### src/hw/pcs_defs.svh
`ifndef PCS_DEFS_SVH
`define PCS_DEFS_SVH

// Configuration byte offsets
`define PCS_OFF_COMMAND 8'h04
`define PCS_OFF_STATUS 8'h06
`define PCS_OFF_CLASS 8'h08
`define PCS_OFF_LATENCY 8'h0c

// Command enables kept here
`define PCS_CMD_SERR_BIT 8
`define PCS_CMD_PERR_BIT 6

// Status layout
`define PCS_STATUS_RESET 16'h0210
`define PCS_DEVSEL_MEDIUM 2'b01
`define PCS_FLAG_COUNT 6
`define PCS_FLAG_PARITY 5
`define PCS_FLAG_SYSTEM 4
`define PCS_FLAG_RECEIVED_MASTER_ABORT 3
`define PCS_FLAG_TABORT_RCVD 2
`define PCS_FLAG_TABORT_SENT 1
`define PCS_FLAG_MASTER_DATA_PARITY_FAULT 0

// Class code fields
`define PCS_BASE_CATEGORY 8'h0c
`define PCS_SUB_CATEGORY 8'h00
`define PCS_PROG_MODEL 8'h10

// Latency and line size
`define PCS_LATENCY_RESET 16'h0000

`endif

### src/hw/pcs_pkg.sv
package pcs_pkg;

   // Access sequencer states, one-hot
   typedef enum logic [1:0] {
      PCS_ST_IDLE = 2'b01,
      PCS_ST_ACK = 2'b10
   } pcs_state_t;

   // Flag vector order: 15, 14, 13, 12, 11, 8
   typedef logic [5:0] pcs_flags_t;

endpackage

### src/hw/pcs_flag_if.sv
`timescale 1ns/1ps
`default_nettype none

interface pcs_flag_if;
   pcs_pkg::pcs_flags_t set;
   pcs_pkg::pcs_flags_t clr;
   pcs_pkg::pcs_flags_t flags;
   modport source (output set, output clr, input flags);
   modport sink (input set, input clr, output flags);
endinterface

`default_nettype wire

### src/hw/pcs_config_regs.sv
// Contract
// - Detected parity fault flag sets on any address or data parity error.
// - System fault flag sets when reporting enabled and a system error signalled.
// - Master abort flag sets when own master cycle ends in master abort.
// - Received target abort flag sets when own cycle is target-aborted.
// - Signalled target abort flag sets when we target-abort a transaction.
// - Status bits 10:9 read fixed 01b, medium select timing.
// - Data parity flag sets only on PERR, we mastered, and response enabled.
// - Status bit 7 reads zero, no back-to-back target support.
// - Status bit 6 reads zero, no user-definable features.
// - Status bit 5 reads zero, not fast clock capable.
// - Status bit 4 reads one, capability list present.
// - Status bits 3:0 reserved, read zero.
// - Class and revision register at 08h is read-only.
// - Class bits 31:24 read 0Ch, serial bus controller.
// - Class bits 23:16 read 00h, the serial bus kind.
// - Class bits 15:8 read 10h, programming model code.
// - Class bits 7:0 return the silicon revision, fixed in hardware.
// - Register at 0Ch is fully read/write, 16 bits, resets 0000h.
// - Status lives at offset 06h and resets to 0210h.
// - System fault report enable is a read/write command bit gating SERR.
// - Parity response enable is a read/write command bit gating PERR.
// - At 0Ch, upper byte latency timer, lower byte line size.
`timescale 1ns/1ps
`default_nettype none
`include "pcs_defs.svh"

module pcs_config_regs #(
   parameter logic [7:0] SILICON_REVISION = 8'h00 // Arbitrary value
) (
   input wire logic clk,
   input wire logic rstn,
   input wire logic cfg_sel,
   input wire logic cfg_wr,
   input wire logic [7:0] cfg_addr,
   input wire logic [3:0] cfg_be,
   input wire logic [31:0] cfg_wdata,
   output logic [31:0] cfg_rdata,
   output logic cfg_ack,
   input wire logic ev_parity_fault,
   input wire logic ev_system_fault,
   input wire logic ev_master_abort,
   input wire logic ev_target_abort_rcvd,
   input wire logic ev_target_abort_sent,
   input wire logic ev_perr_seen,
   input wire logic ev_master_phase,
   output logic system_fault_report_enable,
   output logic parity_response_enable,
   output logic [7:0] latency_timer,
   output logic [7:0] line_size_setting
);

   // Byte enables of one half word widened to a bit mask
   function automatic logic [15:0] lane_mask(input logic [1:0] be);
      lane_mask = {{8{be[1]}}, {8{be[0]}}};
   endfunction

   // Byte-lane merge of a half word write
   function automatic logic [15:0] lane_merge(input logic [15:0] old_val,
                                              input logic [15:0] new_val,
                                              input logic [1:0] be);
      lane_merge = (old_val & ~lane_mask(be)) | (new_val & lane_mask(be));
   endfunction

   pcs_pkg::pcs_state_t state_reg;
   pcs_pkg::pcs_state_t state_next;
   logic [31:0] rdata_reg;
   logic [31:0] rdata_next;
   logic [15:0] latency_reg;
   logic [15:0] latency_next;
   logic serr_en_reg;
   logic serr_en_next;
   logic perr_en_reg;
   logic perr_en_next;

   pcs_flag_if flag_bus ();

   pcs_flag_bank u_flags (
      .clk(clk),
      .rstn(rstn),
      .fb(flag_bus)
   );

   // Access decode; a request is taken only while idle
   wire logic in_idle = (state_reg == pcs_pkg::PCS_ST_IDLE);
   wire logic take = in_idle && cfg_sel;
   wire logic take_wr = take && cfg_wr;
   wire logic take_rd = take && !cfg_wr;
   wire logic [7:0] dword_addr = {cfg_addr[7:2], 2'b00};
   wire logic hit_cmd = (dword_addr == `PCS_OFF_COMMAND);
   wire logic hit_class = (dword_addr == `PCS_OFF_CLASS);
   wire logic hit_latency = (dword_addr == `PCS_OFF_LATENCY);
   wire logic [15:0] status_lanes = lane_mask(cfg_be[3:2]);

   // Event flag sets, each qualified as its cause requires
   wire pcs_pkg::pcs_flags_t flag_set;
   assign flag_set[`PCS_FLAG_PARITY] = ev_parity_fault;
   assign flag_set[`PCS_FLAG_SYSTEM] = ev_system_fault && serr_en_reg;
   assign flag_set[`PCS_FLAG_RECEIVED_MASTER_ABORT] = ev_master_abort;
   assign flag_set[`PCS_FLAG_TABORT_RCVD] = ev_target_abort_rcvd;
   assign flag_set[`PCS_FLAG_TABORT_SENT] = ev_target_abort_sent;
   assign flag_set[`PCS_FLAG_MASTER_DATA_PARITY_FAULT] =
      ev_perr_seen && ev_master_phase && perr_en_reg;
   assign flag_bus.set = flag_set;

   // Write-one-to-clear from the status half of dword 04h
   wire logic [15:0] status_clear_bits =
      (take_wr && hit_cmd) ? (cfg_wdata[31:16] & status_lanes) : 16'h0000;
   assign flag_bus.clr = {status_clear_bits[15:11], status_clear_bits[8]};

   // Status view: live flags plus hardwired capability bits
   wire pcs_pkg::pcs_flags_t flags = flag_bus.flags;
   wire logic [15:0] status_view = {
      flags[5:1],                    // 15..11
      `PCS_DEVSEL_MEDIUM,
      flags[`PCS_FLAG_MASTER_DATA_PARITY_FAULT],      // 8
      1'b0,
      1'b0,
      1'b0,
      1'b1,
      4'h0
   };

   // Command half: only the two enables are kept, the rest read zero
   wire logic [15:0] command_view =
      (16'(serr_en_reg) << `PCS_CMD_SERR_BIT) | (16'(perr_en_reg) << `PCS_CMD_PERR_BIT);

   // Class code is a constant; nothing here can write it
   wire logic [31:0] class_view = {
      `PCS_BASE_CATEGORY,
      `PCS_SUB_CATEGORY,
      `PCS_PROG_MODEL,
      SILICON_REVISION
   };

   // Read multiplexer; header type and unmapped words read zero
   wire logic [31:0] read_mux =
      hit_cmd ? {status_view, command_view} :
      hit_class ? class_view :
      hit_latency ? {16'h0000, latency_reg} :
      32'h0000_0000;

   // Register writes honour byte enables
   wire logic wr_cmd = take_wr && hit_cmd;
   wire logic wr_latency = take_wr && hit_latency;
   wire logic [15:0] cmd_written = lane_merge(command_view, cfg_wdata[15:0], cfg_be[1:0]);
   assign serr_en_next = wr_cmd ? cmd_written[`PCS_CMD_SERR_BIT] : serr_en_reg;
   assign perr_en_next = wr_cmd ? cmd_written[`PCS_CMD_PERR_BIT] : perr_en_reg;
   assign latency_next = wr_latency ?
      lane_merge(latency_reg, cfg_wdata[15:0], cfg_be[1:0]) : latency_reg;

   // Read data captured at the take so it is stable during ack
   assign rdata_next = take_rd ? read_mux : rdata_reg;

   // Sequencer: every taken request answers one cycle later
   always_comb begin
      state_next = state_reg;
      unique case (state_reg)
         pcs_pkg::PCS_ST_IDLE: begin
            if (cfg_sel) begin
               state_next = pcs_pkg::PCS_ST_ACK;
            end
         end
         pcs_pkg::PCS_ST_ACK: begin
            state_next = pcs_pkg::PCS_ST_IDLE;
         end
         default: begin
            state_next = pcs_pkg::PCS_ST_IDLE;
         end
      endcase
   end

   // State and data registers
   always_ff @(posedge clk or negedge rstn) begin
      if (!rstn) begin
         state_reg <= pcs_pkg::PCS_ST_IDLE;
         rdata_reg <= 32'h0000_0000;
      end else begin
         state_reg <= state_next;
         rdata_reg <= rdata_next;
      end
   end

   // Host-programmable registers
   always_ff @(posedge clk or negedge rstn) begin
      if (!rstn) begin
         latency_reg <= `PCS_LATENCY_RESET;
         serr_en_reg <= 1'b0;
         perr_en_reg <= 1'b0;
      end else begin
         latency_reg <= latency_next;
         serr_en_reg <= serr_en_next;
         perr_en_reg <= perr_en_next;
      end
   end

   // Outputs; the enables also steer flag qualification above
   assign cfg_ack = (state_reg == pcs_pkg::PCS_ST_ACK);
   assign cfg_rdata = rdata_reg;
   assign system_fault_report_enable = serr_en_reg;
   assign parity_response_enable = perr_en_reg;
   assign latency_timer = latency_reg[15:8];
   assign line_size_setting = latency_reg[7:0];
endmodule

`default_nettype wire

### src/hw/pcs_flag_bank.sv
`timescale 1ns/1ps
`default_nettype none

module pcs_flag_bank (
   input wire logic clk,
   input wire logic rstn,
   pcs_flag_if.sink fb
);

   pcs_pkg::pcs_flags_t flags_reg;
   pcs_pkg::pcs_flags_t flags_next;

   // Set wins over a clear landing in the same cycle
   assign flags_next = (flags_reg & ~fb.clr) | fb.set;
   assign fb.flags = flags_reg;

   // Sticky event flags
   always_ff @(posedge clk or negedge rstn) begin
      if (!rstn) begin
         flags_reg <= '0;
      end else begin
         flags_reg <= flags_next;
      end
   end

endmodule

`default_nettype wire

### config.mk
export PLATFORM = sky130hd
export DESIGN_NAME = pcs_config_regs
export DESIGN_NICKNAME = d
export VERILOG_FILES = /design/src/hw/pcs_pkg.sv /design/src/hw/pcs_flag_if.sv /design/src/hw/pcs_config_regs.sv /design/src/hw/pcs_flag_bank.sv
export VERILOG_INCLUDE_DIRS = /design/src /design/src/hw
export SDC_FILE = /design/constraint.sdc
export NUM_CORES = 1
export LEC_CHECK = 0
export BUFFER_PORTS_ARGS = -buffer_cell sky130_fd_sc_hd__buf_2
export CAP_MARGIN = 20
export CORE_ASPECT_RATIO = 0.6
export CORE_MARGIN = 3
export CORE_UTILIZATION = 45
export DETAILED_ROUTE_END_ITERATION = 12
export PLACE_DENSITY = 0.79
export SKIP_CTS_REPAIR_TIMING = 1
export SLEW_MARGIN = 15
export SYNTH_ARGS = -nofsm -noshare
export SYNTH_HDL_FRONTEND = slang
export SYNTH_SLANG_ARGS = --single-unit
export TNS_END_PERCENT = 50
### constraint.sdc
create_clock -name clk -period 1.8 [get_ports clk]
set_input_delay 0 -clock clk [delete_from_list [all_inputs] [get_ports clk]]
set_output_delay 0 -clock clk [all_outputs]
set_load 0.05 [all_outputs]
==> impl_metrics.env <==
export IMPL_syn_area_per_cell_um2=11.3
export IMPL_timing_final_hold_violations=1
export IMPL_synth_edf_count=0
export IMPL_p_int_mw=1.68
export IMPL_r2r_setup_slk_ns=0.10
export IMPL_post_detailed_route_drc_marker_count=0
export IMPL_element_type_at_the_critical_path_end="flip-flop"
export IMPL_ys_seq_elements=50
export IMPL_worst_ep_arrival_time_ns=1.88
export IMPL_dieWidth_um=94.5
export IMPL_ys_dominant_reg_cell="sky130_fd_sc_hd__dfrtp_1"
export IMPL_critPathLaunchType="flip-flop"
export IMPL_p_seq_frac=0.515
export IMPL_worstPathCellList="and4b_2 -> nand4_1 -> buf_4 -> o22a_1"
export IMPL_clock_tree_from_tritoncts="done"
export IMPL_top_layer="met4"
export IMPL_synthDistinctLibCells=28
export IMPL_antenna_cells_inserted=0
export IMPL_core_outline_area_um2=4300
export IMPL_drt_pass1_iterations=4
export IMPL_numPortBuffers=85
export IMPL_finalClockSkew_ns=0.00332
export IMPL_detailedPlace_worstSlack_ns=0.0848
export IMPL_relSlewSlack=0.605
export IMPL_post_dp_hpwl_um=3770
export IMPL_detail_route_wl_per_cell_um=14.4
export IMPL_clock_tree_buffer_depth=2
export IMPL_grt_use_total=0.185
export IMPL_power_mw=2.26
export IMPL_ctsRootBufferMaster="sky130_fd_sc_hd__clkbuf_8"
export IMPL_numCtsBuffers=5
export IMPL_boundaryPins=106
export IMPL_leftover_overflow_at_the_end_of_global_routing=0
export IMPL_unrepaired_setup_endpoints_after_global_routing="false"
export IMPL_routabilityCongestion=0.810
export IMPL_initial_antenna_violation_count=0
export IMPL_cp_max_fo=5
export IMPL_cts_htree_levels=2
export IMPL_cts_num_sinks=50
export IMPL_design_die_area_um2=5590
export IMPL_synth_area_um2=2120
export IMPL_holdCritPathClass="primary input to flip-flop"
export IMPL_fp_row_count=18
export IMPL_synth_seq_area_share=0.592
export IMPL_wl_met1_um=2340
export IMPL_timing_setup_tns_ns=0
export IMPL_power_net_switching_uw=580
export IMPL_worst_ep_required_time_ns=1.98
export IMPL_grt_first_pass_wirelength_um=7780
export IMPL_hold_slack_ns=-0.00111
export IMPL_synth_area_leaders="sky130_fd_sc_hd__dfrtp_1 58%, sky130_fd_sc_hd__mux2_2 9.6%, sky130_fd_sc_hd__nand2_1 8.3%"
export IMPL_tightest_slew_ns=0.592
export IMPL_pwr_per_cell_area_nw_per_um2=759
export IMPL_p_sw_frac=0.257
export IMPL_yosys_warnings=0
export IMPL_drive_gt1_frac=0.416
export IMPL_critical_path_class="flip-flop to flip-flop"
export IMPL_routed_via_density=4.88
export IMPL_detail_route_antenna_nets=0
export IMPL_timing_final_setup_violations=0
export IMPL_cap_violations=0
export IMPL_power_share_combinational=0.147
export IMPL_drt_first_iter_violations=59
export IMPL_violations="hold timing"
export IMPL_crit_path_max_incr_delay_ns=0.57
export IMPL_clkSlewWorstSetupHoldPaths_ns=0.09
export IMPL_first_global_vias=1613
export IMPL_period_needed_ns=1.70
export IMPL_floorplan_initialDensity=0.492
export IMPL_synth_top_area_share=0.580
export IMPL_largest_net_degree_at_the_start_of_global_routing=28
export IMPL_fmaxAchievable_mhz=589
export IMPL_async_reset_ff_frac=1.00
export IMPL_setup_slack_ns=0.103
export IMPL_dr_total_vias=1770
export IMPL_die_y_um=59.1
export IMPL_power_ir_vdd_worst_v=0.000451
export IMPL_layout_nets=357
export IMPL_wl_met3_um=418
export IMPL_clock_power_share=0.337
export IMPL_timing_critical_path_slowest_stage_cell="sky130_fd_sc_hd__dfstp_2"
export IMPL_route_met2_wl_um=2460
export IMPL_layout_area_overhead_vs_synth_pct=40.6
export IMPL_outcome="complete, but fails checks"
export IMPL_post_route_period_util=0.943
export IMPL_slew_viol_final=0
export IMPL_drt_total_wl_um=5230
export IMPL_syn_inst=188
export IMPL_yosysTopAreaCell="sky130_fd_sc_hd__dfrtp_1"
export IMPL_worst_skew_pair_late_latency_ns=0.29
export IMPL_leakage_nw=1.55
-- stage by stage --
step / instances / utilization / instance area [µm²]
final: 363 / 0.692 / 2980
after CTS: 340 / 0.636 / 2740
after global placement: 332 / 0.611 / 2630
after floorplan: 194 / - / 2140
after detailed placement: 332 / 0.611 / 2630
after global routing: 363 / 0.692 / 2980
-- cell usage in the layout (no fill, tap or decap), types with 3 or more instances in the layout --
cell and instances:
sky130_fd_sc_hd__buf_4 8, sky130_fd_sc_hd__nand2_1 47, sky130_fd_sc_hd__nand4_1 3, sky130_fd_sc_hd__nand2b_1 4, sky130_fd_sc_hd__clkbuf_8 5, sky130_fd_sc_hd__conb_1 7, sky130_fd_sc_hd__mux2_2 18, sky130_fd_sc_hd__buf_2 85
sky130_fd_sc_hd__dlygate4sd3_1 23, sky130_fd_sc_hd__nor2b_1 5, sky130_fd_sc_hd__o31ai_1 5, sky130_fd_sc_hd__dfrtp_1 49, sky130_fd_sc_hd__o22a_1 4, sky130_fd_sc_hd__o21ai_0 20
-- critical path, delay by kind of cell (launching register included) --
family / cells / cell delay (ns)
compound gates: 1 / 0.18
buf+inv: 1 / 0.26
flops: 1 / 0.57
simple gates: 2 / 0.58
-- power by group through the flow --
stage | registers [mW] | logic (mW) | clock network (mW)
after floorplan | 1.25 | 0.114 | 0
after global placement | 1.18 | 0.289 | 0
after detailed placement | 1.19 | 0.292 | 0
after CTS | 1.16 | 0.293 | 0.779
after global routing | 1.17 | 0.358 | 0.841
final | 1.16 | 0.333 | 0.762
-- cell type report --
type	instances	area, µm²
Sequential cell	50	1250
Multi-Input combinational cell	127	816
Inverter	2	7.51
Fill cell	348	1330
Clock buffer	5	68.8
Tap cell	60	75.1
Clock inverter	3	40.0
Timing Repair Buffer	116	716
-- path summary, 6_finish.rpt --
path | end | cells past startpoint | startpoint
setup / recovery | u_flags.fb.flags[3] | 4 | state_reg[0]
hold / removal | u_flags.fb.flags[1] | 3 | cfg_wdata[27]
setup reg to reg | u_flags.fb.flags[3] | 4 | state_reg[0]
hold reg to reg | cfg_rdata[4] | 2 | cfg_rdata[4]
max in group asynchronous | async pin | 3 | rstn
min in group asynchronous | u_flags.fb.flags[5] | 2 | rstn
-- Yosys cell counts (all sizes together), types with 2 or more instances --
cell type and number:
clkbuf 5, nand4 5, nor2b 5, mux2 18, nand2b 4, o22a 4
dfrtp 49, buf 10, mux2i 2, o21ai 20, inv 2, o31ai 5
nand2 47
-- routing by layer --
metal,up-vias,GRT usage
met5,-,0
met4,0,0.0370
met3,2,0.0622
met2,68,0.281
met1,843,0.260
li1,857,-
-- cells by family after synthesis --
logic type,count (synthesis),synth area share
mux,20,0.105
simple gates,68,0.164
compound gates,32,0.0923
other cells,1,0.00177
buf+inv,17,0.0449
flops,50,0.592
(Power assumes the default switching activity.)
